## config.mk

```make
export PLATFORM = sky130hd
export DESIGN_NAME = prl_route_regs
export DESIGN_NICKNAME = d
export VERILOG_FILES = /design/src/common/prl_pkg.sv /design/src/rtl/prl_route_regs.sv
export SDC_FILE = /design/constraint.sdc
export NUM_CORES = 1
export LEC_CHECK = 0
export BUFFER_PORTS_ARGS = -buffer_cell sky130_fd_sc_hd__buf_4
export CORE_UTILIZATION = 45
export DETAILED_ROUTE_END_ITERATION = 6
export GPL_TIMING_DRIVEN = 1
export HOLD_SLACK_MARGIN = 0.02
export PLACE_DENSITY = 0.73
export SETUP_SLACK_MARGIN = 0.5
export SLEW_MARGIN = 25
export SYNTH_ARGS = -nofsm -noshare
export SYNTH_HDL_FRONTEND = slang
export SYNTH_SLANG_ARGS = --single-unit
```

## constraint.sdc

```tcl
create_clock -name clock -period 3.45 [get_ports clock]
set_input_delay 0.69 -clock clock [delete_from_list [all_inputs] [get_ports clock]]
set_output_delay 0.69 -clock clock [all_outputs]
set_load 0.01 [all_outputs]
```

## src/common/prl_pkg.sv

```systemverilog
// Package for the peripheral signal routing register bank
package prl_pkg;

	// Counts of selector registers and selector field width
	localparam int unsigned NUM_IN       = 18;
	localparam int unsigned NUM_OUT_A    = 5;
	localparam int unsigned NUM_OUT_C    = 6;
	localparam int unsigned NUM_OUT      = NUM_OUT_A + NUM_OUT_C;
	localparam int unsigned SEL_W        = 5;

	// Byte offsets: lock, then input selectors, then output selectors, then config, one word each
	localparam logic [11:0] OFF_LOCK     = 12'h000;
	localparam logic [11:0] OFF_IN_BASE  = 12'h040;
	localparam logic [11:0] OFF_OUT_BASE = 12'h0c0;
	localparam logic [11:0] OFF_CFG      = 12'h100;

	// Lock register fields and unlock keys
	localparam int unsigned LOCK_BIT     = 0;
	localparam logic [7:0]  LOCK_RESET   = 8'h00;
	localparam logic [7:0]  KEY_FIRST    = 8'h55;
	localparam logic [7:0]  KEY_SECOND   = 8'haa;

	// Selector reset values
	localparam logic [SEL_W-1:0] OUT_SEL_RESET = 5'h00;
	localparam logic [SEL_W-1:0] IN_SEL_RESET  = 5'h00;

	// AHB encodings
	localparam logic [1:0]  HTRANS_NONSEQ = 2'h2;
	localparam logic [1:0]  HTRANS_SEQ    = 2'h3;
	localparam logic [2:0]  HSIZE_WORD    = 3'h2;

	// Unlock sequence states
	typedef enum logic [1:0] {
		KEY_IDLE  = 2'b00,
		KEY_GOT55 = 2'b01,
		KEY_OPEN  = 2'b10
	} prl_key_t;

	// Captured address phase of a bus transfer
	typedef struct packed {
		logic        valid;
		logic        write;
		logic [11:0] addr;
	} prl_aphase_t;

endpackage : prl_pkg

```

## src/rtl/prl_route_regs.sv

```systemverilog
// Register bank of the peripheral signal routing unit on an AHB-Lite slave
`timescale 1ns/1ps
// Notes on behaviour
// - Lock flag set freezes every input and output selector against writes.
// - Lock flag clear lets software writes change any selector.
// - Lock register bits 7..1 read zero; writes to them are not stored, though the whole byte is matched against the unlock keys.
// - Lock flag is read/write and clears at every reset.
// - Eighteen 8-bit input selectors, source in bits 4..0, bits 7..5 zero.
// - Output selectors for port A pins 0,1,2,4,5; port C 0..5 only large variant.
// - With one-shot option, flag may be cleared only once per reset; it may be set again once after that clear, then stays set.
// - All routing registers read back at any time.
// - Power-on reset restores selectors and clears flag; others keep selectors.
module prl_route_regs
	import prl_pkg::*;
#(
	parameter bit HAS_PORT_C = 1'b1
) (
	// Clock and resets
	input  wire logic                         clock,
	input  wire logic                         resetn,
	input  wire logic                         por_resetn,
	// Configuration option
	input  wire logic                         one_shot_lock_option,
	// AHB-Lite slave
	input  wire logic                         hsel,
	input  wire logic [31:0]                  haddr,
	input  wire logic [1:0]                   htrans,
	input  wire logic                         hwrite,
	input  wire logic [2:0]                   hsize,
	input  wire logic [31:0]                  hwdata,
	input  wire logic                         hready,
	output logic      [31:0]                  hrdata,
	output logic                              hreadyout,
	output logic                              hresp,
	// Selector fields toward the routing multiplexers
	output logic      [NUM_IN-1:0][SEL_W-1:0] in_sel,
	output logic      [NUM_OUT-1:0][SEL_W-1:0] out_sel,
	output logic                              route_lock_flag
);

	// Address decode helper used for both selector banks
	// Addresses a full 256-byte span or more past the base give an out-of-range index, so they cannot alias
	function automatic logic [5:0] word_index(input logic [11:0] addr, input logic [11:0] base);
		logic [11:0] diff;
		diff = addr - base;
		if (diff[11:8] != 4'h0) begin
			return 6'h3f;
		end
		return diff[7:2];
	endfunction : word_index

	// Address phase capture
	prl_aphase_t ap_q, ap_d;
	logic [31:0] rdata_q, rdata_d;

	always_comb begin
		ap_d = '0;
		if (hsel && hready && (htrans == HTRANS_NONSEQ || htrans == HTRANS_SEQ) && hsize == HSIZE_WORD) begin
			ap_d.valid = 1'b1;
			ap_d.write = hwrite;
			ap_d.addr  = {haddr[11:2], 2'b00};
		end
	end

	always_ff @(posedge clock or negedge resetn) begin
		if (!resetn) begin
			ap_q <= '0;
		end else begin
			ap_q <= ap_d;
		end
	end

	// Decode of the data-phase write
	logic       wr_lock;
	logic       wr_cfg;
	logic       wr_in_hit;
	logic       wr_out_hit;
	logic [5:0] in_idx;
	logic [5:0] out_idx;
	logic [7:0] wbyte;

	always_comb begin
		wbyte      = hwdata[7:0];
		in_idx     = word_index(ap_q.addr, OFF_IN_BASE);
		out_idx    = word_index(ap_q.addr, OFF_OUT_BASE);
		wr_lock    = ap_q.valid && ap_q.write && ap_q.addr == OFF_LOCK;
		wr_cfg     = ap_q.valid && ap_q.write && ap_q.addr == OFF_CFG;
		wr_in_hit  = ap_q.valid && ap_q.write && ap_q.addr >= OFF_IN_BASE
			&& in_idx < 6'(NUM_IN);
		wr_out_hit = ap_q.valid && ap_q.write && ap_q.addr >= OFF_OUT_BASE
			&& out_idx < 6'(HAS_PORT_C ? NUM_OUT : NUM_OUT_A);
	end

	// Unlock key sequence and lock flag; every reset clears these
	prl_key_t key_q, key_d;
	logic     lock_q, lock_d;
	logic     used_q, used_d;         // One-shot option: a clear has been spent

	always_comb begin
		key_d  = key_q;
		lock_d = lock_q;
		used_d = used_q;
		if (ap_q.valid && ap_q.write) begin
			// Any bus write outside the keys breaks the sequence
			key_d = KEY_IDLE;
			if (wr_lock) begin
				case (key_q)
					KEY_IDLE: begin
						if (wbyte == KEY_FIRST) key_d = KEY_GOT55;
					end
					KEY_GOT55: begin
						if (wbyte == KEY_SECOND) key_d = KEY_OPEN;
						else if (wbyte == KEY_FIRST) key_d = KEY_GOT55;
					end
					KEY_OPEN: begin
						// Only bit 0 is stored; upper bits dropped
						if (wbyte[LOCK_BIT] != lock_q) begin
							if (!wbyte[LOCK_BIT]) begin
								if (!(one_shot_lock_option && used_q)) begin
									lock_d = 1'b0;
									used_d = 1'b1;
								end
							end else begin
								lock_d = 1'b1;
							end
						end
					end
					default: key_d = KEY_IDLE;
				endcase
			end
			// Writes outside KEY_OPEN leave the flag alone
		end
		// One-shot: a second set after the spent clear is still allowed; after that no more clear
	end

	always_ff @(posedge clock or negedge resetn) begin
		if (!resetn) begin
			key_q  <= KEY_IDLE;
			lock_q <= LOCK_RESET[LOCK_BIT];
			used_q <= 1'b0;
		end else begin
			key_q  <= key_d;
			lock_q <= lock_d;
			used_q <= used_d;
		end
	end

	// Selectors survive system resets; only power-on reset restores them
	logic [NUM_IN-1:0][SEL_W-1:0]  in_q, in_d;
	logic [NUM_OUT-1:0][SEL_W-1:0] out_q, out_d;

	always_comb begin
		in_d  = in_q;
		out_d = out_q;
		if (!lock_q) begin
			if (wr_in_hit) in_d[in_idx[4:0]] = wbyte[SEL_W-1:0];
			if (wr_out_hit) out_d[out_idx[3:0]] = wbyte[SEL_W-1:0];
		end
	end

	always_ff @(posedge clock or negedge por_resetn) begin
		if (!por_resetn) begin
			in_q  <= {NUM_IN{IN_SEL_RESET}};
			out_q <= {NUM_OUT{OUT_SEL_RESET}};
		end else begin
			in_q  <= in_d;
			out_q <= out_d;
		end
	end

	// Read data prepared in the address phase so it stands in the data phase
	always_comb begin
		logic [5:0] ri;
		logic [5:0] ro;
		logic [11:0] ra;
		ra      = {haddr[11:2], 2'b00};
		ri      = word_index(ra, OFF_IN_BASE);
		ro      = word_index(ra, OFF_OUT_BASE);
		rdata_d = 32'h0000_0000;
		if (ap_d.valid && !ap_d.write) begin
			if (ra == OFF_LOCK) begin
				rdata_d = {31'h0000_0000, lock_d};
			end else if (ra == OFF_CFG) begin
				rdata_d = {30'h0000_0000, used_d, one_shot_lock_option};
			end else if (ra >= OFF_IN_BASE && ri < 6'(NUM_IN)) begin
				rdata_d = {27'h000_0000, in_d[ri[4:0]]};
			end else if (ra >= OFF_OUT_BASE && ro < 6'(HAS_PORT_C ? NUM_OUT : NUM_OUT_A)) begin
				rdata_d = {27'h000_0000, out_d[ro[3:0]]};
			end
		end
	end

	always_ff @(posedge clock or negedge resetn) begin
		if (!resetn) begin
			rdata_q <= 32'h0000_0000;
		end else begin
			rdata_q <= rdata_d;
		end
	end

	// Outputs: zero-wait slave, always OKAY
	assign hrdata          = rdata_q;
	assign hreadyout       = 1'b1;
	assign hresp           = 1'b0;
	assign in_sel          = in_q;
	assign out_sel         = out_q;
	assign route_lock_flag = lock_q;

endmodule : prl_route_regs

```

After elaboration in Yosys (flattened, before gate mapping)
Cells that the tools add are included.
W data, S select, Z words.

word-level totals
  register bits after elaboration = 195
  latch bits = 0
  memory bits (writable) = 0
  ROM bits = 0
  output and inout bits = 180
  logic and storage cells = 135
  memories = 0

cells by class
  add/subtract/negate cells = 4
  multiply operators = 0
  divide/modulo/power cells = 0
  magnitude comparators = 14
  equal/unequal tests = 9
  shifts and indexed selects = 0
  multiplexer cells = 48
  bitwise logic cells = 0
  reduce and logical (&&, ||, !) cells = 24

operators by type and width
  operator                 count
  $mux W90                 2
  $mux W55                 2
  $bwmux W90               1
  $bwmux W55               1
  $mux W6                  8
  $mux W5                  9
  $bmux W5 S5              1
  $demux W5 S5             1
  $ge A12 B7 Y1 const B    2
  $ge A12 B8 Y1 const B    2
  $sub A12 B7 Y12 const B  2
  $sub A12 B8 Y12 const B  2
  $bmux W5 S4              1
  $demux W5 S4             1
  $mux W1                  17
  $reduce_bool A4 Y1       4
  $logic_and A1 B1 Y1      15
  $mux W14                 1
  $logic_not A12 Y1        1
  $lt A5 B6 Y1 const B     2
  $lt A6 B4 Y1 const B     2
  $lt A6 B5 Y1 const B     2
  $eq A10 B7 Y1 const B    1
  $logic_not A10 Y1        1
  14 further kinds         18

Logic depth before layout (Yosys ltp)
  word-level depth = 18
  gate-level depth with buffers = 14
  gate-level depth less buffers = 11

Least setup slack after synthesis
OpenSTA, ideal clock, no wires.

  path kind = reg-to-reg
  start point = register ap_q[6] in the netlist's numbering
  end point = register rdata_q[1], in the netlist hrdata[1]
  setup time = 0.121 ns
  data arrival time = 3.678 ns
  required time = 3.329 ns
  path slack = -0.349 ns
  stages on the path, launching flop included = 13
  clock period less this slack = 3.799 ns
  path through = dfrtp_1 -> buf_2 -> inv_1 -> ha_1 -> or4b_1 -> a2111oi_4 -> nand2_2 -> nor4_4 -> mux2_2 -> or4_1 -> a31oi_1 -> a31oi_1 -> a22o_1

RTL lines
  item                      RTL line               RTL
  start: declaration        prl_route_regs.sv:53   prl_aphase_t ap_q, ap_d;
  start signal: assignment  prl_route_regs.sv:69   ap_q <= ap_d;
  end signal: assignment    prl_route_regs.sv:197  rdata_q <= rdata_d;
  end: declaration          prl_route_regs.sv:54   logic [31:0] rdata_q, rdata_d;

==> impl_metrics.json <==
{
  "wl_per_cell_um": 21.9,
  "antenna_found_initial": 0,
  "vias": 8883,
  "synth-seq-cells": 166,
  "fin_skew_ps": 9.97,
  "vias_per_cell": 6.02,
  "cts.path.max_buffers": 2,
  "die_x_um": 146,
  "start_kind": "flop",
  "htreeDepth": 4,
  "fin_cells": 1475,
  "rsz0062_at_grt": "yes",
  "dp_cells": 1430,
  "grt_pass1_vias": 8744,
  "cts_made_buffers": 17,
  "worst_pin_slew_ps": 577,
  "grt_use_total_pct": 30.3,
  "ys.flop_type": "dfrtp_1",
  "start_util_pct": 46.0,
  "synthSimpleGateAreaFrac_pct": 18.6,
  "cap_violations": 0,
  "syn_area_sq_um": 9330,
  "rows": 52,
  "antennaDiodeCount": 0,
  "yosysTopAreaCell": "dfrtp_1",
  "drc": 0,
  "synth_top_area_share_pct": 44.5,
  "crit_fanout": 5,
  "synth_top_family_by_area": "simple AND/OR/NAND/NOR gates",
  "worstSkewPairLatency_ps": 430,
  "synth_common_cells": "dfrtp_1, nand2_1, mux2_2",
  "leakagePower_nw": 5.86,
  "synth-edff-count": 0,
  "max_slew_margin_pct": 61.2,
  "gr-total-overflow": 0,
  "end_kind": "flop",
  "regArea_sq_um": 4150,
  "timing.final.crit_share_pct": 99.8,
  "port_buffers": 179,
  "path_clk_slew_ps": 70,
  "yosysSeqAreaShare_pct": 44.5,
  "die_height_um": 146,
  "placed_area_sq_um": 11600,
  "drtPass1Iterations": 5,
  "slew_viol_final": 0,
  "fin_crit_ps": 3440,
  "max-vdd-ir-drop_v": 0.000392,
  "fillers": 1684,
  "synthAdderAreaFrac_pct": 0.804,
  "cp_data_arrival_time_ps": 3760,
  "outcome": "complete, no violations",
  "rr_worst_depth": 12,
  "hold_path_class": "primary input to async pin",
  "antenna_left": 0,
  "synth.distinct_cells": 76,
  "die_area_sq_um": 21300,
  "first_iter_violations": 739,
  "hold_viol_final": 0,
  "area_delta_synth_final_pct": 34.8,
  "synth_compound_area_share_pct": 14.3,
  "multi_input_area_sq_um": 4960,
  "grt_max_degree": 101,
  "synth_warnings": 0,
  "setup_viol": 0,
  "fin_nets": 1274,
  "cts-root-buf": "clkbuf_16",
  "final_cell_area_sq_um": 12600,
  "cp.required_ps": 3770,
  "dp_hpwl_um": 23100,
  "grt_pass1_wl_um": 49400,
  "clock.fmax_mhz": 291,
  "p_per_area_nw_per_um2": 365,
  "layout-drive-gt1-share_pct": 40.7,
  "synth_most_common_cell": "dfrtp_1",
  "r2r_setup_slack_ps": 8,
  "synth_top_cells_by_area": "dfrtp_1, mux2_2, nand2_1, mux2i_1, o21ai_0",
  "async_flop_share_pct": 100,
  "tritoncts": "done",
  "syn_inst": 941,
  "ioPinCount": 256,
  "synth-xor-area-share_pct": 0.375,
  "syn_area_per_cell_sq_um": 9.92,
  "routabilityCongestion": 0.952,
  "wl_um": 32400,
  "timing.rr.end": "hrdata[1]$_DFF_PN0_",
  "reg2reg_from": "ap_q[6]$_DFF_PN0_",
  "cts.sinks": 166,
  "crit_type": "flop to flop",
  "synthMuxAreaShare_pct": 15.7,
  "core-area_sq_um": 20300
}
[kinds of logic after synthesis]
group	Yosys count
muxes	132
buffers and inverters	110
AOI/OAI and AO/OA	185
xor gates and xnor gates	4
DFF	166
other	2
adders and majority gates	6
and+or+nand+nor	336
[per-layer routing]
layer | GRT usage, % | up-vias | part of all wire (%)
li1 | - | 3900 | -
met1 | 40.8 | 4373 | 41
met2 | 46.2 | 516 | 46
met3 | 7.12 | 94 | 9.5
met4 | 14.5 | 0 | 3.9
met5 | 0 | - | 0
[worst max-delay path: stages (launching register included)]
cell       delay, ps
dfrtp_1          400
inv_4             80
ha_4             210
or4b_4           520
a2111oi_4        250
nand2_2          140
buf_6            150
nor4_4           300
mux2_4           350
or4_4            430
a31oi_4          150
a31oi_1          120
a22o_1           240
[what timing repair did]
item                                    4_1_cts  5_1_grt
setup buffers                                 4        8
hold endpoints to repair                      0        0
pin swaps                                     7        9
gates resized for setup                      22       24
endpoints found under the setup margin        6        6
hold buffers                                  0        0
[metrics by stage]
step	util, %	power (mW)	TNS (ps)	setup WS [ps]	hold WS [ps]
after global placement	57.2	2.42	-75.2	-75.2	488
after CTS	61.0	4.59	0	66.8	140
after detailed placement	57.2	2.43	-92.9	-92.9	494
after floorplan	-	2.24	0	109	394
final	62.0	4.59	0	8.43	135
after global routing	62.0	4.71	-191	-89.7	149
[sequential cells by signal, indices dropped and copies added (netlist names)]
register / cells
ap_q: 12
out_sel: 55
used_q: 1
key_q: 2
hrdata: 5
route_lock_flag: 1
in_sel: 90
[worst max-delay path by stage]
stage                            startpoint                   to  slack (ps)
after floorplan           ap_q[6]$_DFF_PN0_  hrdata[1]$_DFF_PN0_         110
after global placement             haddr[7]  hrdata[1]$_DFF_PN0_         -80
after detailed placement           haddr[7]  hrdata[1]$_DFF_PN0_         -90
after CTS                 ap_q[6]$_DFF_PN0_  hrdata[2]$_DFF_PN0_          70
after global routing      ap_q[7]$_DFF_PN0_  hrdata[2]$_DFF_PN0_         -90
final                     ap_q[6]$_DFF_PN0_  hrdata[1]$_DFF_PN0_           8
[power by group]
part | internal, mW | total (mW) | switching [mW]
registers | 1.98 | 2.00 | 0.0217
logic | 0.159 | 0.415 | 0.255
clock network | 1.31 | 2.17 | 0.866
[cell usage in the layout (no fill, tap or decap), types with 19 or more instances in the layout]
master / netlist / final
buf_4: 29 / 282
nor2_1: 58 / 55
dfrtp_1: 166 / 166
mux2i_1: 25 / 25
o21ai_0: 46 / 43
a21oi_1: 20 / 19
mux2_2: 99 / 96
conb_1: 2 / 29
nor3_1: 43 / 41
nand2_1: 106 / 105
[final cells by class]
cell class                 instances  area share (%)
inverter                          16           0.497
sequential                       166            33.0
clock inverter                    15            1.90
multi-input combinational        692            39.5
clock buffer                      17            3.38
timing repair buffer             299            19.0
tap                              270            2.69
Power figures use the tool's default switching activity.
